==> config.mk <==
export PLATFORM = sky130hd
export DESIGN_NAME = sp4u_top
export DESIGN_NICKNAME = d
export VERILOG_FILES = /design/src/sp4u_pkg.sv /design/src/sp4u_top.sv
export SDC_FILE = /design/constraint.sdc
export NUM_CORES = 1
export LEC_CHECK = 0
export BUFFER_PORTS_ARGS = -buffer_cell sky130_fd_sc_hd__clkbuf_2
export CAP_MARGIN = 0
export CORE_MARGIN = 10
export CORE_UTILIZATION = 40
export DETAILED_ROUTE_END_ITERATION = 7
export HOLD_SLACK_MARGIN = 0.1
export PLACE_DENSITY = 0.69
export SLEW_MARGIN = 20
export SYNTH_ARGS = -nofsm -noshare
export SYNTH_HDL_FRONTEND = slang
export SYNTH_SLANG_ARGS = --single-unit
==> constraint.sdc <==
create_clock -name clk_i -period 2 [get_ports clk_i]
set_input_delay 0 -clock clk_i [delete_from_list [all_inputs] [get_ports clk_i]]
set_output_delay 0 -clock clk_i [all_outputs]
set_load 0.005 [all_outputs]
==> src/sp4u_pkg.sv <==
// Constants and types shared by the four-mode serial port.
// ============================================================
// Notes on behaviour
// (RULE1) Two mode bits pick shift register, 8-bit, fixed 9-bit or variable 9-bit.
// (RULE2) 8-bit mode with multiprocessor bit set needs a valid stop bit.
// (RULE3) 9-bit modes with multiprocessor bit set drop frames whose ninth bit is 0.
// (RULE4) Frames are accepted only while receive enable is set.
// (RULE5) 9-bit modes send the transmit ninth bit field as ninth bit.
// (RULE6) Received ninth bit, or stop bit in 8-bit mode, goes to rx ninth field.
// (RULE7) Transmit done sets after bit eight or at stop start; software clears.
// (RULE8) Receive done sets after bit eight or mid stop bit; software clears.
// (RULE9) Shift mode moves eight bits LSB first on rxd, clock on txd.
// (RULE10) Shift mode receive starts when enabled and receive done is clear.
// (RULE11) Shift mode bit rate is core clock over twelve.
// (RULE12) 8-bit frame: start 0, eight data bits LSB first, stop 1.
// (RULE13) 8-bit write loads 1 in ninth position; done flag at stop bit.
// (RULE14) Async receive starts on falling rxd, skips start bit, shifts eight bits, or nine in 9-bit modes.
// (RULE15) Final shift loads buffer and flags only if receive done is clear.
// (RULE16) 9-bit frame: start 0, eight data, ninth bit, stop 1.
// (RULE17) Fixed 9-bit rate is core over 64, or over 32 when doubled.
// (RULE18) 9-bit transmit starts at next bit tick; done flag at stop bit.
// (RULE19) Variable 9-bit mode uses the variable rate source.
// (RULE20) Non-shift modes receive on a start bit while enable is set.
// (RULE21) Any write of the buffer starts a transmission.
// (RULE22) Variable rates use timer one, timer two or the dedicated generator.
// (RULE23) Buffer writes feed transmit, reads return a separate receive register.
// (RULE24) Receiver is double buffered; an unread byte may be lost.
// (RULE25) Timer two source needs sixteen overflows per bit.
// (RULE26) Start bit no longer low at mid-bit is rejected.
`default_nettype none

package sp4u_pkg;

    // ============================================================
    // Register map, byte addresses.
    localparam logic [3:0] SP4U_CTRL_OFS = 4'h0;
    localparam logic [3:0] SP4U_BUF_OFS = 4'h4;
    localparam logic [3:0] SP4U_CFG_OFS = 4'h8;
    localparam logic [3:0] SP4U_STAT_OFS = 4'hC;

    // ============================================================
    // Field positions and reset values.
    localparam int SP4U_MP_BIT = 5;
    localparam int SP4U_REN_BIT = 4;
    localparam int SP4U_TB8_BIT = 3;
    localparam int SP4U_RB8_BIT = 2;
    localparam int SP4U_TI_BIT = 1;
    localparam int SP4U_RI_BIT = 0;
    localparam int SP4U_DBL_BIT = 0;
    localparam logic [7:0] SP4U_CTRL_RST = 8'h00;
    localparam logic [4:0] SP4U_CFG_RST = 5'h00;

    // ============================================================
    // Modes and rate sources.
    typedef enum logic [1:0] {
        SP4U_MODE_SHIFT = 2'h0,
        SP4U_MODE_UART8 = 2'h1,
        SP4U_MODE_FIX9 = 2'h2,
        SP4U_MODE_VAR9 = 2'h3
    } sp4u_mode_t;

    localparam logic [1:0] SP4U_SRC_T1 = 2'h0;
    localparam logic [1:0] SP4U_SRC_T2 = 2'h1;
    localparam logic [1:0] SP4U_SRC_GEN = 2'h2;

    typedef enum logic [2:0] {
        SP4U_RX_IDLE = 3'h1,
        SP4U_RX_START = 3'h2,
        SP4U_RX_DATA = 3'h4
    } sp4u_rx_state_t;

    // ============================================================
    // Cycle counts.
    localparam logic [3:0] SP4U_M0_DIV = 4'hC;
    localparam logic [3:0] SP4U_M0_HALF = 4'h6;
    localparam logic [3:0] SP4U_OVS_LAST = 4'hF;
    localparam logic [3:0] SP4U_OVS_MID = 4'h7;
    localparam logic [3:0] SP4U_BITS8 = 4'hA;
    localparam logic [3:0] SP4U_BITS9 = 4'hB;
    localparam logic [3:0] SP4U_RX_STOP8 = 4'h8;
    localparam logic [3:0] SP4U_RX_STOP9 = 4'h9;

endpackage

`default_nettype wire

==> src/sp4u_top.sv <==
// Four-mode serial port with a classic Wishbone register slave.
`default_nettype none

module sp4u_top (
    input wire logic clk_i,
    input wire logic rst_i,
    input wire logic cyc_i,
    input wire logic stb_i,
    input wire logic we_i,
    input wire logic [3:0] adr_i,
    input wire logic [3:0] sel_i,
    input wire logic [31:0] dat_i,
    output logic [31:0] dat_o,
    output logic ack_o,
    input wire logic timer1_ovf_i,
    input wire logic timer2_ovf_i,
    input wire logic baudgen_tick_i,
    input wire logic rxd_i,
    output logic rxd_o,
    output logic rxd_oe_o,
    output logic txd_o
);

    // ============================================================
    // Register storage.
    logic [7:0] serial_control_reg;
    logic [4:0] cfg_reg;
    logic [7:0] rx_buf_reg;
    logic ack_reg;
    logic [31:0] dat_reg;
    logic bus_req;
    logic ctrl_wr;
    logic buf_wr;
    logic ti_set;
    logic ri_set;
    logic rb8_load;
    logic rb8_value;
    logic [7:0] rx_load_data;
    sp4u_pkg::sp4u_mode_t mode;
    logic nine_bit;
    logic multiprocessor_enable;
    logic rx_enable;
    logic tx_ninth_bit;
    logic rate_double;

    // ============================================================
    // Rate ticks, sixteen per bit.
    logic t1_half_reg;
    logic [1:0] fix_cnt_reg;
    logic t1_tick;
    logic fix_tick;
    logic tx_tick16;
    logic rx_tick16;

    // ============================================================
    // Shift mode, transmit and receive engines.
    logic m0_busy_reg;
    logic m0_rx_reg;
    logic [3:0] m0_cnt_reg;
    logic [2:0] m0_bits_reg;
    logic [7:0] m0_shift_reg;
    logic m0_clk_reg;
    logic m0_end;
    logic tx_busy_reg;
    logic [10:0] tx_shift_reg;
    logic [3:0] tx_cnt_reg;
    logic [3:0] tx_sub_reg;
    logic tx_line_reg;
    logic tx_bit_tick;
    logic [3:0] tx_bits;
    sp4u_pkg::sp4u_rx_state_t rx_state_reg;
    logic [3:0] rx_sub_reg;
    logic [3:0] rx_cnt_reg;
    logic [8:0] rx_shift_reg;
    logic rx_mid;
    logic rx_final;
    logic rxd_meta_reg;
    logic rxd_sync_reg;
    logic rxd_prev_reg;
    logic rxd_out_reg;
    logic rxd_oe_reg;

    // Picks the sixteen-per-bit tick for one direction.
    function automatic logic pick_tick(input logic fixed, input logic [1:0] src,
                                       input logic t1, input logic t2,
                                       input logic gen, input logic fx);
        logic t;
        t = 1'b0;
        if (fixed) begin
            t = fx;
        end else begin
            case (src)
                sp4u_pkg::SP4U_SRC_T1: t = t1;
                sp4u_pkg::SP4U_SRC_T2: t = t2;
                sp4u_pkg::SP4U_SRC_GEN: t = gen;
                default: t = t1;
            endcase
        end
        return t;
    endfunction

    // (RULE1) Mode decode.
    assign mode = sp4u_pkg::sp4u_mode_t'(serial_control_reg[7:6]);
    assign nine_bit = serial_control_reg[7];
    assign multiprocessor_enable = serial_control_reg[sp4u_pkg::SP4U_MP_BIT];
    assign rx_enable = serial_control_reg[sp4u_pkg::SP4U_REN_BIT];
    assign tx_ninth_bit = serial_control_reg[sp4u_pkg::SP4U_TB8_BIT];
    assign rate_double = cfg_reg[sp4u_pkg::SP4U_DBL_BIT];

    // ============================================================
    // Wishbone slave, one wait state.
    assign bus_req = cyc_i & stb_i & ~ack_reg;
    assign ctrl_wr = bus_req & we_i & sel_i[0]
                     & (adr_i == sp4u_pkg::SP4U_CTRL_OFS);
    assign buf_wr = bus_req & we_i & sel_i[0]
                    & (adr_i == sp4u_pkg::SP4U_BUF_OFS);
    assign ack_o = ack_reg;
    assign dat_o = dat_reg;

    always_ff @(posedge clk_i) begin
        if (rst_i) begin
            ack_reg <= 1'b0;
        end else begin
            ack_reg <= bus_req;
        end
    end

    // (RULE23) Reads of the buffer return the receive register.
    always_ff @(posedge clk_i) begin
        if (rst_i) begin
            dat_reg <= 32'h0000_0000;
        end else if (bus_req && !we_i) begin
            case (adr_i)
                sp4u_pkg::SP4U_CTRL_OFS: dat_reg <= {24'h00_0000, serial_control_reg};
                sp4u_pkg::SP4U_BUF_OFS: dat_reg <= {24'h00_0000, rx_buf_reg};
                sp4u_pkg::SP4U_CFG_OFS: dat_reg <= {27'h000_0000, cfg_reg};
                sp4u_pkg::SP4U_STAT_OFS:
                    dat_reg <= {29'h0000_0000, rx_state_reg != sp4u_pkg::SP4U_RX_IDLE,
                                tx_busy_reg, m0_busy_reg};
                default: dat_reg <= 32'h0000_0000;
            endcase
        end
    end

    always_ff @(posedge clk_i) begin
        if (rst_i) begin
            cfg_reg <= sp4u_pkg::SP4U_CFG_RST;
        end else if (bus_req && we_i && sel_i[0]
                     && adr_i == sp4u_pkg::SP4U_CFG_OFS) begin
            cfg_reg <= dat_i[4:0];
        end
    end

    // (RULE7) (RULE8) Hardware sets win over a software clear.
    always_ff @(posedge clk_i) begin
        if (rst_i) begin
            serial_control_reg <= sp4u_pkg::SP4U_CTRL_RST;
        end else begin
            if (ctrl_wr) begin
                serial_control_reg <= dat_i[7:0];
            end
            if (rb8_load) begin
                serial_control_reg[sp4u_pkg::SP4U_RB8_BIT] <= rb8_value;
            end
            if (ti_set) begin
                serial_control_reg[sp4u_pkg::SP4U_TI_BIT] <= 1'b1;
            end
            if (ri_set) begin
                serial_control_reg[sp4u_pkg::SP4U_RI_BIT] <= 1'b1;
            end
        end
    end

    // (RULE24) Separate receive holding register.
    always_ff @(posedge clk_i) begin
        if (rst_i) begin
            rx_buf_reg <= 8'h00;
        end else if (ri_set) begin
            rx_buf_reg <= rx_load_data;
        end
    end

    // ============================================================
    // Rate generation.
    always_ff @(posedge clk_i) begin
        if (rst_i) begin
            t1_half_reg <= 1'b0;
            fix_cnt_reg <= 2'h0;
        end else begin
            fix_cnt_reg <= fix_cnt_reg + 2'h1;
            if (timer1_ovf_i) begin
                t1_half_reg <= ~t1_half_reg;
            end
        end
    end

    // (RULE17) Fixed rate ticks every 4 or 2 cycles.
    assign fix_tick = rate_double ? fix_cnt_reg[0] : (fix_cnt_reg == 2'h3);
    assign t1_tick = timer1_ovf_i & (rate_double | t1_half_reg);
    // (RULE22) (RULE25) (RULE19) Per-direction source choice.
    assign tx_tick16 = pick_tick(mode == sp4u_pkg::SP4U_MODE_FIX9, cfg_reg[2:1],
                                 t1_tick, timer2_ovf_i, baudgen_tick_i, fix_tick);
    assign rx_tick16 = pick_tick(mode == sp4u_pkg::SP4U_MODE_FIX9, cfg_reg[4:3],
                                 t1_tick, timer2_ovf_i, baudgen_tick_i, fix_tick);

    // ============================================================
    // Receive pin synchroniser.
    always_ff @(posedge clk_i) begin
        if (rst_i) begin
            rxd_meta_reg <= 1'b1;
            rxd_sync_reg <= 1'b1;
            rxd_prev_reg <= 1'b1;
        end else begin
            rxd_meta_reg <= rxd_i;
            rxd_sync_reg <= rxd_meta_reg;
            rxd_prev_reg <= rxd_sync_reg;
        end
    end

    // ============================================================
    // Shift register mode engine.
    assign m0_end = m0_busy_reg && m0_cnt_reg == sp4u_pkg::SP4U_M0_DIV - 4'h1
                    && m0_bits_reg == 3'h7;

    // (RULE9) (RULE10) (RULE11) Eight bits at core over twelve.
    always_ff @(posedge clk_i) begin
        if (rst_i) begin
            m0_busy_reg <= 1'b0;
            m0_rx_reg <= 1'b0;
            m0_cnt_reg <= 4'h0;
            m0_bits_reg <= 3'h0;
            m0_shift_reg <= 8'h00;
            m0_clk_reg <= 1'b1;
        end else if (mode != sp4u_pkg::SP4U_MODE_SHIFT) begin
            m0_busy_reg <= 1'b0;
            m0_clk_reg <= 1'b1;
        end else if (buf_wr) begin
            // (RULE21) Buffer write starts a shift transmit.
            m0_busy_reg <= 1'b1;
            m0_rx_reg <= 1'b0;
            m0_cnt_reg <= 4'h0;
            m0_bits_reg <= 3'h0;
            m0_shift_reg <= dat_i[7:0];
            m0_clk_reg <= 1'b0;
        end else if (!m0_busy_reg) begin
            if (rx_enable && !serial_control_reg[sp4u_pkg::SP4U_RI_BIT]
                && !ri_set) begin
                m0_busy_reg <= 1'b1;
                m0_rx_reg <= 1'b1;
                m0_cnt_reg <= 4'h0;
                m0_bits_reg <= 3'h0;
                m0_clk_reg <= 1'b0;
            end
        end else begin
            m0_cnt_reg <= m0_cnt_reg + 4'h1;
            if (m0_cnt_reg == sp4u_pkg::SP4U_M0_HALF - 4'h1) begin
                m0_clk_reg <= 1'b1;
                if (m0_rx_reg) begin
                    m0_shift_reg <= {rxd_sync_reg, m0_shift_reg[7:1]};
                end
            end
            if (m0_cnt_reg == sp4u_pkg::SP4U_M0_DIV - 4'h1) begin
                m0_cnt_reg <= 4'h0;
                m0_bits_reg <= m0_bits_reg + 3'h1;
                if (!m0_rx_reg) begin
                    m0_shift_reg <= {1'b1, m0_shift_reg[7:1]};
                end
                if (m0_bits_reg == 3'h7) begin
                    m0_busy_reg <= 1'b0;
                end else begin
                    m0_clk_reg <= 1'b0;
                end
            end
        end
    end

    // ============================================================
    // Asynchronous transmitter.
    assign tx_bits = nine_bit ? sp4u_pkg::SP4U_BITS9 : sp4u_pkg::SP4U_BITS8;
    assign tx_bit_tick = tx_tick16 && tx_sub_reg == sp4u_pkg::SP4U_OVS_LAST;

    always_ff @(posedge clk_i) begin
        if (rst_i) begin
            tx_sub_reg <= 4'h0;
        end else if (tx_tick16) begin
            tx_sub_reg <= tx_sub_reg + 4'h1;
        end
    end

    // (RULE12) (RULE16) (RULE18) Frame goes out from the next bit tick.
    always_ff @(posedge clk_i) begin
        if (rst_i) begin
            tx_busy_reg <= 1'b0;
            tx_shift_reg <= 11'h7FF;
            tx_cnt_reg <= 4'h0;
            tx_line_reg <= 1'b1;
        end else if (mode == sp4u_pkg::SP4U_MODE_SHIFT) begin
            tx_busy_reg <= 1'b0;
            tx_line_reg <= 1'b1;
        end else if (buf_wr) begin
            // (RULE13) (RULE5) Ninth slot holds stop or tx ninth bit.
            tx_busy_reg <= 1'b1;
            tx_cnt_reg <= 4'h0;
            tx_shift_reg <= {1'b1, nine_bit ? tx_ninth_bit : 1'b1,
                             dat_i[7:0], 1'b0};
        end else if (tx_busy_reg && tx_bit_tick) begin
            if (tx_cnt_reg == tx_bits) begin
                tx_busy_reg <= 1'b0;
            end else begin
                tx_line_reg <= tx_shift_reg[0];
                tx_shift_reg <= {1'b1, tx_shift_reg[10:1]};
                tx_cnt_reg <= tx_cnt_reg + 4'h1;
            end
        end
    end

    // (RULE7) Transmit done at end of bit eight or start of stop bit.
    assign ti_set = (m0_end && !m0_rx_reg)
                    || (mode != sp4u_pkg::SP4U_MODE_SHIFT && !buf_wr
                        && tx_busy_reg && tx_bit_tick
                        && tx_cnt_reg == tx_bits - 4'h1);

    // ============================================================
    // Asynchronous receiver.
    assign rx_mid = rx_tick16 && rx_sub_reg == sp4u_pkg::SP4U_OVS_MID;
    assign rx_final = rx_state_reg == sp4u_pkg::SP4U_RX_DATA && rx_mid
                      && rx_cnt_reg == (nine_bit ? sp4u_pkg::SP4U_RX_STOP9
                                                 : sp4u_pkg::SP4U_RX_STOP8);

    // (RULE14) (RULE20) (RULE26) (RULE4) Start search, check and shift.
    always_ff @(posedge clk_i) begin
        if (rst_i) begin
            rx_state_reg <= sp4u_pkg::SP4U_RX_IDLE;
            rx_sub_reg <= 4'h0;
            rx_cnt_reg <= 4'h0;
            rx_shift_reg <= 9'h000;
        end else if (!rx_enable || mode == sp4u_pkg::SP4U_MODE_SHIFT) begin
            rx_state_reg <= sp4u_pkg::SP4U_RX_IDLE;
        end else begin
            if (rx_tick16) begin
                rx_sub_reg <= rx_sub_reg + 4'h1;
            end
            unique case (rx_state_reg)
                sp4u_pkg::SP4U_RX_IDLE: begin
                    if (rxd_prev_reg && !rxd_sync_reg) begin
                        rx_state_reg <= sp4u_pkg::SP4U_RX_START;
                        rx_sub_reg <= 4'h0;
                    end
                end
                sp4u_pkg::SP4U_RX_START: begin
                    if (rx_mid) begin
                        rx_cnt_reg <= 4'h0;
                        rx_state_reg <= rxd_sync_reg ? sp4u_pkg::SP4U_RX_IDLE
                                                     : sp4u_pkg::SP4U_RX_DATA;
                    end
                end
                sp4u_pkg::SP4U_RX_DATA: begin
                    if (rx_final) begin
                        rx_state_reg <= sp4u_pkg::SP4U_RX_IDLE;
                    end else if (rx_mid) begin
                        rx_shift_reg <= {rxd_sync_reg, rx_shift_reg[8:1]};
                        rx_cnt_reg <= rx_cnt_reg + 4'h1;
                    end
                end
                default: rx_state_reg <= sp4u_pkg::SP4U_RX_IDLE;
            endcase
        end
    end

    // (RULE6) Ninth bit, or stop bit in 8-bit mode.
    assign rb8_value = nine_bit ? rx_shift_reg[8] : rxd_sync_reg;

    // (RULE15) (RULE2) (RULE3) (RULE8) Accept only with flag clear.
    always_comb begin
        ri_set = 1'b0;
        rb8_load = 1'b0;
        rx_load_data = m0_shift_reg;
        if (m0_end && m0_rx_reg) begin
            ri_set = 1'b1;
        end else if (rx_final && rx_enable
                     && !serial_control_reg[sp4u_pkg::SP4U_RI_BIT]
                     && (!multiprocessor_enable || rb8_value)) begin
            ri_set = 1'b1;
            rb8_load = 1'b1;
            rx_load_data = nine_bit ? rx_shift_reg[7:0] : rx_shift_reg[8:1];
        end
    end

    // ============================================================
    // Pin drivers.
    always_ff @(posedge clk_i) begin
        if (rst_i) begin
            rxd_out_reg <= 1'b1;
            rxd_oe_reg <= 1'b0;
        end else begin
            rxd_out_reg <= m0_shift_reg[0];
            rxd_oe_reg <= m0_busy_reg && !m0_rx_reg;
        end
    end

    assign rxd_o = rxd_out_reg;
    assign rxd_oe_o = rxd_oe_reg;
    assign txd_o = (mode == sp4u_pkg::SP4U_MODE_SHIFT) ? m0_clk_reg
                                                       : tx_line_reg;

endmodule

`default_nettype wire

==> metrics.cfg, run 1 <==
[grt]
antenna_found_initial = 0
grt_max_degree = 27
grt_pass1_vias = 4013
track_usage_pct = 14.28
grt_pass1_wl_um = 19540
grt-ovfl-total = 0

[power_and_ir_drop]
power_switching_mw = 0.9229
clockPowerShare_pct = 47.1
totalPowerFinal_mw = 4.038
p_seq_share_pct = 48.0
power_frac_comb_pct = 4.9
intPower_mw = 3.115
swShare_pct = 22.85
ir_worst_vdd_uv = 400.8
cellPowerDensity_nw_per_um2 = 688.0
p_leak_nw = 2.233

[worst_hold_path]
hold_class = primary input to flip-flop

[timing]
rsz0062_at_grt = true
drv_slew = 0
worst_pin_slew_ps = 528.5
period_share_pct = 97.95
holdWs_ps = 133.6
hold_viol = 0
setup_viol = 0
fin_skew_ps = 10.94
min_period_ps = 1959
slew_headroom_pct = 64.69
tns_ps = 0
fmax_mhz = 510.5
layout_setup_ws_ps = 41.05

[clock_network]
insertion_delay_ps = 360
clockBufferDepth = 2
cts-root-buf = clkbuf_16
clk_pin_slew_worst_paths_ps = 70
numCtsBuffers = 9
clock-sinks = 96
cts_tree = done
htreeDepth = 3

[floorplanning]
io-pin-count = 85
initial_utilization_pct = 40.67
die-area_um2 = 16910
num_rows = 40
core_area_um2 = 11910
die_y_um = 130.1
die_w_um = 130.1

[layout]
nets = 685
finalInstanceArea_um2 = 5869
diodes = 0
utilization_pct = 49.28
final_cells = 775
synthToLayoutAreaGrowth_pct = 21.15
layout-drive-gt1-share_pct = 21.50
largest_register_ffs = 10

[routing]
drc = 0
ant_nets = 0
first_pass_iters = 5
vias = 4235
viasPerCell = 5.465
routed_wl_um = 12430
drt-wirelength-per-cell_um = 16.04
first_iter_violations = 367

[setup_path]
worst_ep_required_time_ps = 2290
critical-path-top-delay-family = compound AO/OA/AOI/OAI gates
crit_path_start_kind = flip-flop
cp_cell_sequence = inv_2 -> ha_4 -> a221oi_1 -> a211oi_2 -> o21ba_2 -> nand2_2 -> buf_4 -> or3_4 -> a21oi_2
worstSetupPathType = flip-flop to flip-flop
max_stage_delay_ps = 360
arrival_ps = 2250
end_kind = flip-flop
path_max_fanout = 5
critical_path.slowest_cell = or3_4
crit_buf_inv = 2

[synthesis]
synthTopCellsByArea = dfxtp_1 (40%), mux2i_1 (7.6%), nand2_1 (4.6%), buf_4 (4.0%), nor2_1 (4.0%)
syn_inst = 559
synth_area_um2 = 4845
ys_types = 63
synth_top_area_share_pct = 39.67
ys_top_cells_by_count = dfxtp_1 (96), nand2_1 (59), nor2_1 (51)
syn-mean-instance-area_um2 = 8.667
ys_seq_area_share_pct = 39.67
synth.most_common_cell = dfxtp_1
synth-seq-cells = 96
synth_edf_count = 0
yosysWarnings = 0
synth_ff_type = dfxtp_1
synthArstFlopShare_pct = 0
yosysTopAreaCell = dfxtp_1

[placed_design]
dpl-instance-area_um2 = 5224
place.gp.congestion = 0.8725
portBuffers = 33
placed_cells = 740
dp.final_hpwl_um = 9200
dpl_worst_slack_ps = -20.41

[outcome]
outcome = finished, final reports clean

[flow_run]
drv_cap = 0

## power groups by stage
stage | sequential (mW) | clock (mW) | combinational [mW]
2_1_floorplan | 1.98 | 0 | 0.134
3_3_place_gp | 1.98 | 0 | 0.165
3_5_place_dp | 1.98 | 0 | 0.170
4_1_cts | 1.94 | 1.92 | 0.195
5_1_grt | 1.94 | 2.01 | 0.220
6_report | 1.94 | 1.90 | 0.200
## per-layer routing
| layer | GRT usage [%] | wire, µm |
|---|---|---|
| met1 | 17.38 | 5371 |
| met2 | 23.85 | 6070 |
| met3 | 3.043 | 697 |
| met4 | 6.019 | 289 |
| met5 | 0 | 0 |
## cells by family after synthesis
group / share of synthesized area (%)
compound gates: 15.06
xor+xnor: 1.446
fa+ha+maj: 3.358
buf+inv: 7.541
flops: 39.67
mux: 11.36
other cells: 0.07741
simple gates: 21.49
## final timing paths
path	startpoint	endpoint	slack [ps]	cells after the start
hold reg to reg	rxd_meta_reg	rxd_sync_reg	410	1
setup / recovery	cfg_reg[1]	tx_cnt_reg[0]	40	9
hold / removal	adr_i[1]	dat_o[3]	130	4
setup reg to reg	cfg_reg[1]	tx_cnt_reg[0]	40	9
## repair_timing
action                     4_1_cts  5_1_grt
setup endpoints to repair        9       47
resized for setup                2       36
gates cloned                     0        2
pin swaps                        1       13
hold endpoints to repair        26        0
hold buffers                    16        0
buffers inserted                 0        1
## worst min-delay path, cell delays in order
cell	delay, ps
clkbuf_2	130
nor3_1	110
a22oi_1	150
nor2_1	50
## placed cells by master, fill, tap and decap left out, types with 6 or more instances in the layout
| master | instances |
|---|---|
| clkbuf_2 | 33 |
| mux2i_1 | 35 |
| and2_1 | 9 |
| dlygate4sd3_1 | 16 |
| a31oi_1 | 8 |
| o22ai_1 | 9 |
| nor2_1 | 49 |
| ha_1 | 10 |
| a21oi_1 | 24 |
| inv_1 | 13 |
| mux2_2 | 12 |
| o21ai_0 | 26 |
| dfxtp_1 | 92 |
| buf_4 | 29 |
| nand4_1 | 6 |
| nand2_1 | 59 |
| nor3_1 | 15 |
| clkbuf_16 | 9 |
| nand3_1 | 20 |
| conb_1 | 24 |
## layout make-up
cell class	count	area (µm²)
multi-input cells	418	2768
well taps	147	183.9
clock inverters	7	101.3
flip-flops and latches	96	1927
fillers	1094	6042
repair buffers	83	608.1
inverters	15	56.30
clock buffers	9	225.2
No activity file was read; power rests on OpenSTA's default activity.
==> run 2, diff against run 1 <==
==> constraint.sdc (replaced) <==
create_clock -name clk_i -period 2 [get_ports clk_i]
set_input_delay 0.3 -clock clk_i [delete_from_list [all_inputs] [get_ports clk_i]]
set_output_delay 0.3 -clock clk_i [all_outputs]
set_load 0.005 [all_outputs]
==> run 2 against run 1 <==
Total power decreased by 2.7%. Die area stayed put. Cell count fell by 1.7%. Register-to-register slack about the same. First-iteration DRC count shrank 14%. Sequential power about the same. Worst setup slack got worse by 4.2 ps. Fmax is 0.22% lower. Flip-flop and latch count unchanged. Final area decreased by 1.9%. Largest power group unchanged.
==> metrics.cfg, run 2 (same netlist as run 1, synthesis figures left out) <==
[outcome]
outcome = finished, final reports clean  ; unchanged

[setup_path]
crit_path_start_kind = flip-flop  ; unchanged
reg2reg_depth = 9  ; unchanged
path_max_fanout = 8  ; was 5
worstSetupPathType = flip-flop to flip-flop  ; unchanged
worst_ep_required_time_ps = 2220  ; was 2290 ps
end_kind = flip-flop  ; unchanged
arrival_ps = 2180  ; was 2250 ps

[power_and_ir_drop]
p_leak_nw = 2.186  ; was 2.233 nW
intPower_mw = 3.060  ; was 3.115 mW
power_frac_comb_pct = 4.5  ; was 4.9%
ir_worst_vdd_uv = 405.9  ; was 400.8 µV
power_switching_mw = 0.8672  ; was 0.9229 mW
totalPowerFinal_mw = 3.927  ; was 4.038 mW
cellPowerDensity_nw_per_um2 = 682.1  ; was 688.0 nW/µm²
p_seq_share_pct = 49.3  ; was 48.0%
swShare_pct = 22.08  ; was 22.85%
clockPowerShare_pct = 46.1  ; was 47.1%

[layout]
layout_commonest_cell = dfxtp_1  ; unchanged
utilization_pct = 48.34  ; was 49.28%
final_cell_mix = dfxtp_1 (92), nand2_1 (59), nor2_1 (49)  ; unchanged
largest_register_ffs = 10  ; unchanged
layout-drive-gt1-share_pct = 23.25  ; was 21.50%
ff_latch_area_um2 = 1927  ; unchanged
diodes = 0  ; unchanged
final_cells = 762  ; was 775
fillers = 1112  ; was 1,094
synthToLayoutAreaGrowth_pct = 18.85  ; was 21.15%
multiInputGateArea_um2 = 2791  ; was 2768 µm²
nets = 672  ; was 685

[timing]
fin_skew_ps = 9.173  ; was 10.94 ps
fmax_mhz = 509.4  ; was 510.5 MHz
tns_ps = 0  ; unchanged
slew_headroom_pct = 64.44  ; was 64.69%
setup_viol = 0  ; unchanged
drv_slew = 0  ; unchanged
period_share_pct = 98.16  ; was 97.95%
min_period_ps = 1963  ; was 1959 ps
rsz0062_at_grt = true  ; unchanged
worst_pin_slew_ps = 532.2  ; was 528.5 ps
hold_viol = 0  ; unchanged

[clock_network]
cts-root-buf = clkbuf_16  ; unchanged
insertion_delay_ps = 350  ; was 360 ps
numCtsBuffers = 9  ; unchanged
clk_pin_slew_worst_paths_ps = 60  ; was 70 ps
htreeDepth = 3  ; unchanged
clockBufferDepth = 2  ; unchanged
clock-sinks = 96  ; unchanged
cts_tree = done  ; unchanged

[routing]
routed_wl_um = 12230  ; was 12,430 µm
first_iter_violations = 314  ; was 367
ant_nets = 0  ; unchanged
drc = 0  ; unchanged
first_pass_iters = 5  ; unchanged
vias = 4176  ; was 4,235
viasPerCell = 5.480  ; was 5.465
drt-wirelength-per-cell_um = 16.05  ; was 16.04 µm

[placed_design]
portBuffers = 33  ; unchanged
place.gp.congestion = 0.8525  ; was 0.8725
dp.final_hpwl_um = 9116  ; was 9200 µm
placed_cells = 741  ; was 740

[worst_hold_path]
hold_class = primary input to flip-flop  ; unchanged
hold_path_depth = 2  ; was 4

[floorplanning]
die_y_um = 130.1  ; unchanged
num_rows = 40  ; unchanged
die-area_um2 = 16910  ; unchanged
io-pin-count = 85  ; unchanged
initial_utilization_pct = 40.67  ; unchanged
core_area_um2 = 11910  ; unchanged
die_w_um = 130.1  ; unchanged

[grt]
grt-ovfl-total = 0  ; unchanged
antenna_found_initial = 0  ; unchanged
track_usage_pct = 14.23  ; was 14.28%
grt_max_degree = 27  ; unchanged
grt_pass1_vias = 4017  ; was 4,013
grt_pass1_wl_um = 19400  ; was 19,540 µm

[flow_run]
drv_cap = 0  ; unchanged

run 2: cell count changes in the layout (fill, tap and decap cells not counted), moves of 3 or more:
| cell | delta |
|---|---|
| buf_6 | +3 |
| inv_6 | -3 |
| clkbuf_8 | +3 |
| nor3_1 | -4 |
| nor3_2 | +4 |
| dlygate4sd3_1 | -16 |
run 2: timing repair:
action | 4_1_cts | 5_1_grt
hold buffers | 0 | 0
pin swaps | 3 | 11
endpoints found under the setup margin | 12 | 49
resized for setup | 2 | 42
cloned | 0 | 3
setup buffers | 0 | 2
run 2: area by class of cell:
cell class	count	area share (%)
Inverter	15	0.9778
Multi-Input combinational cell	418	48.48
Clock buffer	12	4.628
Timing Repair Buffer	70	8.366
Clock inverter	4	0.8909
Tap cell	147	3.194
Sequential cell	96	33.46
run 2: worst max-delay path, stage by stage, from the launching register on:
cell and delay (ps):
dfxtp_2 340, inv_2 50, ha_4 260, a221oi_2 40, a211oi_2 300, nor2_2 100, o32ai_4 360, buf_6 160
buf_6 120, a41oi_1 100
run 2: power by group through the flow:
stage,Combinational [mW],Sequential (mW),Clock (mW)
2_1_floorplan,0.134,1.98,0
3_3_place_gp,0.168,1.98,0
3_5_place_dp,0.171,1.98,0
4_1_cts,0.172,1.94,1.84
5_1_grt,0.199,1.94,1.93
6_report,0.178,1.94,1.81
run 2: final timing paths:
kind                start         endpoint  slack (ps)
min                 rxd_i     rxd_meta_reg         130
max            cfg_reg[1]  tx_shift_reg[5]          40
min reg2reg  rxd_meta_reg     rxd_sync_reg         420
max reg2reg    cfg_reg[1]  tx_shift_reg[5]          40
run 2: routing by layer:
metal / global-route usage (%) / wire [µm] / vias to the layer above
li1: - / - / 2056
met1: 17.40 / 5390 / 1987
met2: 23.22 / 5827 / 104
met3: 3.002 / 684 / 29
met4: 7.077 / 329 / 0
met5: 0 / 0 / -
run 2: per-stage QoR:
step           cell area (µm²)  hold WS [ps]  setup slack, ps
6_report                  5758         132.4            36.81
5_1_grt                   5758         136.4           -60.63
4_1_cts                   5554         124.0            2.860
3_5_place_dp              5231         415.7           -68.65
3_3_place_gp              5231         404.5           -34.67
2_1_floorplan             4931         389.5            42.15
